===== config.mk =====
export PLATFORM = sky130hd
export DESIGN_NAME = qpio_ports
export DESIGN_NICKNAME = d
export VERILOG_FILES = /design/src/design/qpio_pkg.sv /design/src/design/qpio_ports.sv
export SDC_FILE = /design/constraint.sdc
export NUM_CORES = 1
export LEC_CHECK = 0
export ABC_CLOCK_PERIOD_IN_PS = 5400
export BUFFER_PORTS_ARGS = -buffer_cell sky130_fd_sc_hd__buf_2
export CORE_UTILIZATION = 30
export DETAILED_ROUTE_END_ITERATION = 8
export GPL_ROUTABILITY_DRIVEN = 0
export PLACE_DENSITY = 0.58
export SLEW_MARGIN = 20
export SYNTH_ARGS = -nofsm -noshare
export SYNTH_HDL_FRONTEND = slang
export SYNTH_SLANG_ARGS = --single-unit

===== constraint.sdc =====
create_clock -name clk_sys -period 5.4 [get_ports clk_sys]
set_input_delay 0.54 -clock clk_sys [delete_from_list [all_inputs] [get_ports clk_sys]]
set_output_delay 0.54 -clock clk_sys [all_outputs]
set_load 0.02 [all_outputs]

===== src/design/qpio_pkg.sv =====
/*
  Shared constants for the quad port I/O block: register map, reset values,
  bit positions of the shared pins.
  Assumes the CPU side addresses data memory with an 8-bit byte address.
*/
package qpio_pkg;
  localparam int QP_NUM_PORTS = 4;
  localparam int QP_WIDTH = 8;
  // Data latches at even addresses, direction registers one above each
  localparam logic [7:0] QP_ADDR_PORT_A = 8'h12;
  localparam logic [7:0] QP_ADDR_DIR_A = 8'h13;
  localparam logic [7:0] QP_ADDR_PORT_B = 8'h14;
  localparam logic [7:0] QP_ADDR_DIR_B = 8'h15;
  localparam logic [7:0] QP_ADDR_PORT_C = 8'h16;
  localparam logic [7:0] QP_ADDR_DIR_C = 8'h17;
  localparam logic [7:0] QP_ADDR_PORT_D = 8'h18;
  localparam logic [7:0] QP_ADDR_DIR_D = 8'h19;
  localparam logic [7:0] QP_LATCH_ADDR [QP_NUM_PORTS] =
    '{QP_ADDR_PORT_A, QP_ADDR_PORT_B, QP_ADDR_PORT_C, QP_ADDR_PORT_D};
  localparam logic [7:0] QP_DIR_ADDR [QP_NUM_PORTS] =
    '{QP_ADDR_DIR_A, QP_ADDR_DIR_B, QP_ADDR_DIR_C, QP_ADDR_DIR_D};
  // Reset values: all lines input, latches cleared
  localparam logic [7:0] QP_DIR_RESET = 8'hFF;
  localparam logic [7:0] QP_LATCH_RESET = 8'h00;
  localparam logic [7:0] QP_UNMAPPED_READ = 8'h00;
  // Port indices
  localparam int QP_PA = 0;
  localparam int QP_PB = 1;
  localparam int QP_PD = 3;
  // Shared-pin bit positions
  localparam int QP_BIT_BZ = 0;
  localparam int QP_BIT_NBZ = 1;
  localparam int QP_BIT_PFD = 3;
  localparam int QP_PWM_LINES = 4;
  localparam int QP_BIT_IRQ0 = 4;
  localparam int QP_BIT_IRQ1 = 5;
  localparam int QP_BIT_TIMER0_EVENT_IN = 6;
  localparam int QP_BIT_TIMER1_EVENT_IN = 7;
endpackage : qpio_pkg


===== src/design/qpio_ports.sv =====
/*
  Four 8-bit bidirectional ports with data latch, direction register,
  read view, pad drive and the alternate outputs shared onto pins.
  Assumes pads arrive asynchronously, the timer, buzzer and pulse-width
  sources run on clk_sys, and option inputs are static during operation.
*/
// Behaviour
// - Four 8-bit data latches at even addresses 12h through 18h.
// - Port input is not latched; a read samples the pads at read time. Here a read sees the pads through the two-stage synchroniser, two edges late.
// - Written output values stay in the latch until rewritten.
// - One direction bit per line: one is input, zero push-pull output.
// - Read returns pad for input bits, latch for output bits.
// - Direction registers sit at odd addresses right after each latch.
// - After reset every line is input, pulled high or floating.
// - Bit operations read whole port, modify, write back.
// - Every port A line may wake the device when selected. Here only a selected line whose direction bit sets it as input wakes it.
// - Divider option: line A3 output carries divider if latch one, else low.
// - Divider toggles on each timer overflow, halving overflow rate.
// - A shared pin in input mode stays an ordinary logic input.
// - Buzzer option: A0 and A1 outputs carry buzzer, gated by latch.
// - A1 drives inverse buzzer only when A0 is buzzer output; follows A0 latch.
// - Pulse-width option: D0 to D3 outputs carry channels gated by latch.
// - D4 to D7 feed two external interrupts and two timer event inputs.
// - Port B analog input lines lose digital function and pull-high.
`timescale 1ns/100ps
module qpio_ports
  import qpio_pkg::*;
(
  input wire logic clk_sys, // System clock, 25 MHz
  input wire logic reset, // Synchronous reset, active high
  input wire logic [7:0] cpu_addr, // Data-memory byte address
  input wire logic cpu_wr, // Write strobe
  input wire logic [7:0] cpu_wdata, // Write data
  input wire logic cpu_rd, // Read strobe
  output logic [7:0] cpu_rdata, // Read data, registered
  output logic cpu_rvalid, // Read data valid pulse
  input wire logic [7:0] pad_a_in, // Port A pad levels
  output logic [7:0] pad_a_out, // Port A drive value
  output logic [7:0] pad_a_oe_n, // Port A drive enable, low drives
  input wire logic [7:0] pad_b_in, // Port B pad levels
  output logic [7:0] pad_b_out, // Port B drive value
  output logic [7:0] pad_b_oe_n, // Port B drive enable, low drives
  input wire logic [7:0] pad_c_in, // Port C pad levels
  output logic [7:0] pad_c_out, // Port C drive value
  output logic [7:0] pad_c_oe_n, // Port C drive enable, low drives
  input wire logic [7:0] pad_d_in, // Port D pad levels
  output logic [7:0] pad_d_out, // Port D drive value
  output logic [7:0] pad_d_oe_n, // Port D drive enable, low drives
  input wire logic [7:0] pull_sel_a, // Pull-high option per line
  input wire logic [7:0] pull_sel_b, // Pull-high option per line
  input wire logic [7:0] pull_sel_c, // Pull-high option per line
  input wire logic [7:0] pull_sel_d, // Pull-high option per line
  output logic [7:0] pull_en_a, // Pull-high resistor active
  output logic [7:0] pull_en_b, // Pull-high resistor active
  output logic [7:0] pull_en_c, // Pull-high resistor active
  output logic [7:0] pull_en_d, // Pull-high resistor active
  input wire logic [7:0] wake_sel_a, // Wake-up option per port A line
  output logic wake_event, // Wake-up pulse
  input wire logic [7:0] analog_sel_b, // Port B line used as converter input
  input wire logic pfd_opt, // Divider output option on A3
  input wire logic bz_opt, // Buzzer option on A0
  input wire logic nbz_opt, // Inverse buzzer option on A1
  input wire logic pwm_opt, // Pulse-width option on D0..D3
  input wire logic timer_on, // Timer running
  input wire logic timer_ovf, // Timer overflow pulse
  input wire logic buzzer_in, // Buzzer source
  input wire logic [3:0] pwm_in, // Pulse-width channels 0..3
  output logic freq_divider_out, // Divider signal, registered
  output logic ext_irq0_n, // External interrupt 0, active low
  output logic ext_irq1_n, // External interrupt 1, active low
  output logic timer0_event_in, // Timer 0 event input
  output logic timer1_event_in // Timer 1 event input
);
  typedef logic [QP_WIDTH-1:0] qpio_byte_t;

  qpio_byte_t latch_r [QP_NUM_PORTS];
  qpio_byte_t dir_r [QP_NUM_PORTS];
  qpio_byte_t sync1_r [QP_NUM_PORTS];
  qpio_byte_t sync2_r [QP_NUM_PORTS];
  qpio_byte_t pad_in [QP_NUM_PORTS];
  qpio_byte_t pull_sel [QP_NUM_PORTS];
  qpio_byte_t view [QP_NUM_PORTS];
  qpio_byte_t out_nxt [QP_NUM_PORTS];
  qpio_byte_t oen_nxt [QP_NUM_PORTS];
  qpio_byte_t pull_nxt [QP_NUM_PORTS];
  qpio_byte_t out_r [QP_NUM_PORTS];
  qpio_byte_t oen_r [QP_NUM_PORTS];
  qpio_byte_t pull_r [QP_NUM_PORTS];
  qpio_byte_t wake_prev_r;
  qpio_byte_t rdata_nxt;
  logic pfd_r;
  logic wake_r;
  logic rvalid_r;
  qpio_byte_t rdata_r;

  assign pad_in = '{pad_a_in, pad_b_in, pad_c_in, pad_d_in};
  assign pull_sel = '{pull_sel_a, pull_sel_b, pull_sel_c, pull_sel_d};

  // Latch and direction writes; one register per address
  always_ff @(posedge clk_sys) begin
    for (int p = 0; p < QP_NUM_PORTS; p++) begin
      if (reset) begin
        latch_r[p] <= QP_LATCH_RESET;
        dir_r[p] <= QP_DIR_RESET;
      end else if (cpu_wr) begin
        if (cpu_addr == QP_LATCH_ADDR[p])
          latch_r[p] <= cpu_wdata;
        if (cpu_addr == QP_DIR_ADDR[p])
          dir_r[p] <= cpu_wdata;
      end
    end
  end

  // Two-stage pad synchroniser; only the second stage is read.
  // Stages reset to the idle high level of a pulled-up pad, so the active-low
  // interrupt lines and the wake detector see no false edge after reset
  always_ff @(posedge clk_sys) begin
    for (int p = 0; p < QP_NUM_PORTS; p++) begin
      if (reset) begin
        sync1_r[p] <= 8'hFF;
        sync2_r[p] <= 8'hFF;
      end else begin
        sync1_r[p] <= pad_in[p];
        sync2_r[p] <= sync1_r[p];
      end
    end
  end

  // Read view: pad for inputs, latch for outputs, so read-modify-write
  // keeps output bits intact even when a pad is loaded down
  always_comb begin
    for (int p = 0; p < QP_NUM_PORTS; p++) begin
      for (int b = 0; b < QP_WIDTH; b++) begin
        view[p][b] = dir_r[p][b] ? sync2_r[p][b] : latch_r[p][b];
      end
    end
    // Analog lines carry no digital read value
    view[QP_PB] = view[QP_PB] & ~analog_sel_b;
  end

  // Read decode; input bits come from the second synchroniser stage, the pad as sampled two edges before the strobe's edge
  always_comb begin
    rdata_nxt = QP_UNMAPPED_READ;
    for (int p = 0; p < QP_NUM_PORTS; p++) begin
      if (cpu_addr == QP_LATCH_ADDR[p])
        rdata_nxt = view[p];
      if (cpu_addr == QP_DIR_ADDR[p])
        rdata_nxt = dir_r[p];
    end
  end

  // Read answer register
  always_ff @(posedge clk_sys) begin
    if (reset) begin
      rdata_r <= 8'h00;
      rvalid_r <= 1'b0;
    end else begin
      rvalid_r <= cpu_rd;
      if (cpu_rd)
        rdata_r <= rdata_nxt;
    end
  end

  // Divider toggles per overflow; frozen while the timer is off
  always_ff @(posedge clk_sys) begin
    if (reset)
      pfd_r <= 1'b0;
    else if (timer_on && timer_ovf)
      pfd_r <= ~pfd_r;
  end

  // Pad drive: plain latch value, then alternate sources gated by latch
  always_comb begin
    for (int p = 0; p < QP_NUM_PORTS; p++) begin
      out_nxt[p] = latch_r[p];
      oen_nxt[p] = dir_r[p];
      pull_nxt[p] = pull_sel[p] & dir_r[p];
    end
    if (pfd_opt)
      out_nxt[QP_PA][QP_BIT_PFD] = latch_r[QP_PA][QP_BIT_PFD] & pfd_r;
    if (bz_opt)
      out_nxt[QP_PA][QP_BIT_BZ] = latch_r[QP_PA][QP_BIT_BZ] & buzzer_in;
    // Inverse line needs its partner in buzzer output mode
    if (nbz_opt && bz_opt && !dir_r[QP_PA][QP_BIT_BZ])
      out_nxt[QP_PA][QP_BIT_NBZ] = latch_r[QP_PA][QP_BIT_BZ] & ~buzzer_in;
    if (pwm_opt) begin
      for (int b = 0; b < QP_PWM_LINES; b++)
        out_nxt[QP_PD][b] = latch_r[QP_PD][b] & pwm_in[b];
    end
    oen_nxt[QP_PB] = oen_nxt[QP_PB] | analog_sel_b;
    pull_nxt[QP_PB] = pull_nxt[QP_PB] & ~analog_sel_b;
  end

  // Registered pad drive; reset releases every line
  always_ff @(posedge clk_sys) begin
    for (int p = 0; p < QP_NUM_PORTS; p++) begin
      if (reset) begin
        out_r[p] <= 8'h00;
        oen_r[p] <= 8'hFF;
        pull_r[p] <= 8'h00;
      end else begin
        out_r[p] <= out_nxt[p];
        oen_r[p] <= oen_nxt[p];
        pull_r[p] <= pull_nxt[p];
      end
    end
  end

  // Wake on any level change of a selected port A input line;
  // the previous level starts where the synchroniser starts
  always_ff @(posedge clk_sys) begin
    if (reset) begin
      wake_prev_r <= 8'hFF;
      wake_r <= 1'b0;
    end else begin
      wake_prev_r <= sync2_r[QP_PA];
      wake_r <= |(wake_sel_a & dir_r[QP_PA] & (sync2_r[QP_PA] ^ wake_prev_r));
    end
  end

  assign cpu_rdata = rdata_r;
  assign cpu_rvalid = rvalid_r;
  assign pad_a_out = out_r[0];
  assign pad_b_out = out_r[1];
  assign pad_c_out = out_r[2];
  assign pad_d_out = out_r[3];
  assign pad_a_oe_n = oen_r[0];
  assign pad_b_oe_n = oen_r[1];
  assign pad_c_oe_n = oen_r[2];
  assign pad_d_oe_n = oen_r[3];
  assign pull_en_a = pull_r[0];
  assign pull_en_b = pull_r[1];
  assign pull_en_c = pull_r[2];
  assign pull_en_d = pull_r[3];
  assign wake_event = wake_r;
  assign freq_divider_out = pfd_r;
  // Upper port D lines feed interrupt and event logic, input mode or not
  assign ext_irq0_n = sync2_r[QP_PD][QP_BIT_IRQ0];
  assign ext_irq1_n = sync2_r[QP_PD][QP_BIT_IRQ1];
  assign timer0_event_in = sync2_r[QP_PD][QP_BIT_TIMER0_EVENT_IN];
  assign timer1_event_in = sync2_r[QP_PD][QP_BIT_TIMER1_EVENT_IN];

  // Checks on the block's own outputs and on the port C latch register
  a_latch_write: assert property (@(posedge clk_sys) disable iff (reset)
    cpu_wr && cpu_addr == QP_ADDR_PORT_C ##1 cpu_rd && cpu_addr == QP_ADDR_PORT_C
    && dir_r[2] == 8'h00 |=> cpu_rdata == $past(cpu_wdata, 2))
    else $error("port C latch readback wrong");
  a_dir_write: assert property (@(posedge clk_sys) disable iff (reset)
    cpu_wr && cpu_addr == QP_ADDR_DIR_B |=> ##1 pad_b_oe_n ==
    ($past(cpu_wdata, 2) | $past(analog_sel_b)))
    else $error("port B direction not applied");
  a_read_mux: assert property (@(posedge clk_sys) disable iff (reset)
    cpu_rd && cpu_addr == QP_ADDR_PORT_A |=> cpu_rvalid &&
    cpu_rdata == (($past(dir_r[0]) & $past(sync2_r[0])) | (~$past(dir_r[0]) & $past(latch_r[0]))))
    else $error("port A read view wrong");
  // Reset must leave ports A and D undriven and no read answer one edge later
  a_reset_input: assert property (@(posedge clk_sys)
    reset |=> pad_a_oe_n == 8'hFF && pad_d_oe_n == 8'hFF && !cpu_rvalid)
    else $error("lines not input after reset");
  a_latch_hold: assert property (@(posedge clk_sys) disable iff (reset)
    !(cpu_wr && cpu_addr == QP_ADDR_PORT_C) |=> latch_r[2] == $past(latch_r[2]))
    else $error("latch changed without write");
  a_pfd_pin: assert property (@(posedge clk_sys) disable iff (reset)
    pfd_opt && !dir_r[0][3] |=> pad_a_out[3] == ($past(latch_r[0][3]) & $past(pfd_r)))
    else $error("divider pin wrong");
  a_pfd_toggle: assert property (@(posedge clk_sys) disable iff (reset)
    timer_on && timer_ovf |=> freq_divider_out != $past(freq_divider_out))
    else $error("divider did not toggle");
  a_nbz_follow: assert property (@(posedge clk_sys) disable iff (reset)
    bz_opt && nbz_opt && !dir_r[0][0] |=> pad_a_out[1] ==
    ($past(latch_r[0][0]) & ~$past(buzzer_in)))
    else $error("inverse buzzer wrong");
  a_pwm_gate: assert property (@(posedge clk_sys) disable iff (reset)
    pwm_opt && !latch_r[3][2] |=> !pad_d_out[2])
    else $error("pulse-width line not forced low");
  a_analog_off: assert property (@(posedge clk_sys) disable iff (reset)
    analog_sel_b[4] |=> pad_b_oe_n[4] && !pull_en_b[4])
    else $error("analog line still digital");
  // Wake pulse follows one edge after the synchronised change
  a_wake_edge: assert property (@(posedge clk_sys) disable iff (reset)
    wake_sel_a[5] && dir_r[0][5] && $changed(sync2_r[0][5]) |=> wake_event)
    else $error("wake event missed");
  a_input_keep: assert property (@(posedge clk_sys) disable iff (reset)
    dir_r[0][3] && pfd_opt |=> pad_a_oe_n[3])
    else $error("input pin driven");
  // Interrupt and event lines trail the pad by the two synchroniser stages
  a_irq_route: assert property (@(posedge clk_sys) disable iff (reset)
    !$past(reset) && !$past(reset, 2) |-> ext_irq1_n == $past(pad_d_in[5], 2)
    && timer1_event_in == $past(pad_d_in[7], 2))
    else $error("upper port D routing wrong");

  // Main scenarios that the bench should reach
  c_opt_plain: cover property (@(posedge clk_sys) !bz_opt && !pad_a_oe_n[0]);
  c_read_input: cover property (@(posedge clk_sys) cpu_rd && cpu_addr == QP_ADDR_PORT_A
    && dir_r[0] == 8'hFF);
  c_pfd_out: cover property (@(posedge clk_sys) pfd_opt && !pad_a_oe_n[3] && pad_a_out[3]);
  c_buzzer_pair: cover property (@(posedge clk_sys) !pad_a_oe_n[0] && !pad_a_oe_n[1]
    && pad_a_out[0] && !pad_a_out[1]);
  c_wake: cover property (@(posedge clk_sys) wake_event);
endmodule : qpio_ports


==> results.json <==
{
  "status": "complete, no violations",
  "fin_skew_ps": 18.5,
  "dr.pass1.iters": 5,
  "critPathMaxFanout": 45,
  "cts_tree": "yes",
  "wirelength_microns": 23800,
  "reg2reg_to": "cpu_rdata[0]",
  "synth.top_cell.area_share_pct": 46.1,
  "dieArea_sq_um": 28900,
  "ir_worst_vdd_uv": 181,
  "ctsResizeCount": 0,
  "final-hold-violation-count": 0,
  "numCtsBuffers": 27,
  "ys_warn_count": 0,
  "reg2reg_depth": 5,
  "die_w_microns": 170,
  "maxSlewViolCount": 0,
  "syn_nets": 844,
  "drive_gt1_share_pct": 39.9,
  "rsz0062_at_grt": "false",
  "reg2reg_slack_ps": 3390,
  "max-cap-violations": 0,
  "cts.sinks": 243,
  "synth_commonest_cells": "dfxtp_1 (195), or2_2 (92), edfxtp_1 (48)",
  "dp_slack_ps": 2360,
  "synthFlopType": "dfxtp_1",
  "critical_path_class": "input pin to register",
  "first_iter_violations": 407,
  "power_frac_seq_pct": 49.0,
  "synth_seq_area_share_pct": 63.2,
  "hold-worst-slack_ps": 194,
  "grt_start_max_net_pins": 83,
  "die_h_microns": 170,
  "portBuffers": 221,
  "num_vias": 6077,
  "timing.slew.headroom_pct": 26.7,
  "yosysMostFrequentCell": "dfxtp_1",
  "root_buffer": "clkbuf_16",
  "grtUsageTotal_pct": 15.9,
  "period_needed_ps": 2530,
  "swShare_pct": 22.6,
  "synth_area_leaders": "dfxtp_1 (46%), edfxtp_1 (17%), or2_2 (6.8%), o21ai_0 (2.7%), and3_1 (2.5%)",
  "drtAntennaViolNets": 0,
  "worst_pin_slew_ps": 1090,
  "io-pin-count": 222,
  "drc": 0,
  "p_leak_uw": 0.00457,
  "synth-seq-cells": 243,
  "start_util_pct": 30.5,
  "fin_cells": 1345,
  "fin_crit_sh_pct": 46.9,
  "hp-start": "pad_a_in[1]",
  "power_frac_comb_pct": 6.7,
  "fin_nets": 1059,
  "grt_pass1_wl_microns": 34000,
  "viasPerCell": 4.52,
  "wl_per_cell_microns": 17.7,
  "grt_overflow": 0,
  "ys_async_sr_fraction_pct": 0,
  "synth_top_area_cell": "dfxtp_1",
  "fillers": 2825,
  "h-tree-depth": 1,
  "synth_area_sq_um": 8460,
  "synthDistinctLibCells": 49,
  "hold_path_depth": 2,
  "whs_endpoint": "sync1_r[0][1]",
  "clockPowerShare_pct": 44.2,
  "cts_hold_buf": 0,
  "p_per_area_nw_per_um2": 372,
  "clock_tree.buffer_depth": 3,
  "dp_cells": 1297,
  "antenna_found_initial": 3,
  "critPathLaunchType": "input pin",
  "avgSynthCellArea_sq_um": 11.5,
  "critPathCaptureType": "register",
  "hpwl_microns": 17000,
  "num_rows": 61,
  "clk_latency_ps": 530,
  "cts_setup_buffers": 0,
  "tns_ps": 0,
  "core_area_sq_um": 27800,
  "worst_hold_path_type": "input pin to register",
  "synth-edff-count": 48,
  "fmax_mhz": 395,
  "clkTransAtPathRegs_ps": 60,
  "finalSetupViolCount": 0,
  "critPathRequiredTime_ps": 5580,
  "grt_pass1_vias": 5658,
  "synthCells": 733,
  "critPathArrivalTime_ps": 2710,
  "p_switching_uw": 907,
  "area_growth_pct": 27.4,
  "power.internal_uw": 3100,
  "timing.final.ws_setup_ps": 2870,
  "reg2reg_from": "dir_r[0][0]"
}
-- per-stage QoR --
stage,total power (uW),util [%],area (sq um)
2_1_floorplan,2140,-,8460
3_3_place_gp,2270,35.6,9900
3_5_place_dp,2280,35.6,9900
4_1_cts,4050,38.8,10800
5_1_grt,4160,38.8,10800
6_report,4010,38.8,10800
-- logic make-up (layout without fill, tap and decap cells) --
kind of cell,Yosys count,count (layout),synth area share (%)
XOR/XNOR,9,9,0.932
AND/OR/NAND/NOR,299,299,21.6
AO/OA/AOI/OAI,114,114,8.70
other,0,2,0
buffers and inverters,44,276,2.13
flip-flops,243,243,63.2
multiplexers,24,24,3.43
-- cell usage in the layout (no fill, tap or decap), types with 4 or more instances in the layout --
cell type,count
a32o_1,4
a21o_1,8
inv_1,6
xor2_1,9
or2_2,92
nor2_1,14
or2b_1,5
mux2_2,8
and2_1,24
o31a_1,4
mux2_4,8
a22o_1,8
o221ai_1,4
mux2i_1,8
and3_1,34
o22ai_1,4
a21oi_1,12
nand2_1,24
dfxtp_1,195
nor2b_1,30
nor4_1,4
edfxtp_1,48
nor3_1,11
buf_2,220
clkbuf_8,8
a31oi_1,11
or3_1,16
or3b_2,4
clkbuf_1,5
nand2b_1,30
clkbuf_16,27
o21ai_0,45
-- power groups by stage --
stage / clock [uW] / combinational (uW) / sequential (uW)
floorplan: 0 / 110 / 2030
global placement: 0 / 270 / 2000
detailed placement: 0 / 272 / 2000
CTS: 1820 / 273 / 1970
global route: 1900 / 293 / 1970
finish: 1770 / 270 / 1960
-- how the worst max path moves through the flow --
stage,start,end,cells after the start
after floorplan,cpu_addr[5],dir_r[0][0],5
after global placement,cpu_addr[5],latch_r[0][3],5
after detailed placement,cpu_addr[5],dir_r[0][1],6
after CTS,cpu_addr[0],dir_r[1][14],5
after global routing,cpu_addr[0],dir_r[1][14],5
final,cpu_addr[0],dir_r[1][14],5
-- routing by layer --
layer  part of all wire, %  track usage, %
met1                    44            21.2
met2                    46            25.9
met3                   8.0            3.86
met4                   1.5            3.80
met5                 0.055               0
-- state kept, by name (all words and copies together), names as in the netlist, 8 cells and up --
| register | cells |
|---|---|
| cpu_rdata | 8 |
| dir_r | 32 |
| latch_r | 32 |
| oen_r | 32 |
| out_r | 32 |
| pull_r | 32 |
| sync1_r | 32 |
| sync2_r | 32 |
| wake_prev_r | 8 |
-- worst max-delay path, cell delays in order --
cell and delay (ps):
buf_2 610, nand2b_1 330, nor3_2 560, nand2_1 300, nand2_1 350
-- final cells by class --
| type | instances | area [sq um] | share of cell area (%) |
|---|---|---|---|
| Inverter | 7 | 26.3 | 0.244 |
| Clock inverter | 6 | 61.3 | 0.569 |
| Tap cell | 378 | 473 | 4.39 |
| Multi-Input combinational cell | 446 | 2940 | 27.3 |
| Clock buffer | 40 | 805 | 7.46 |
| Sequential cell | 243 | 5350 | 49.6 |
| Timing Repair Buffer | 223 | 1120 | 10.4 |
| Antenna cell | 2 | 5.00 | 0.0464 |
(Power assumes the default switching activity.)
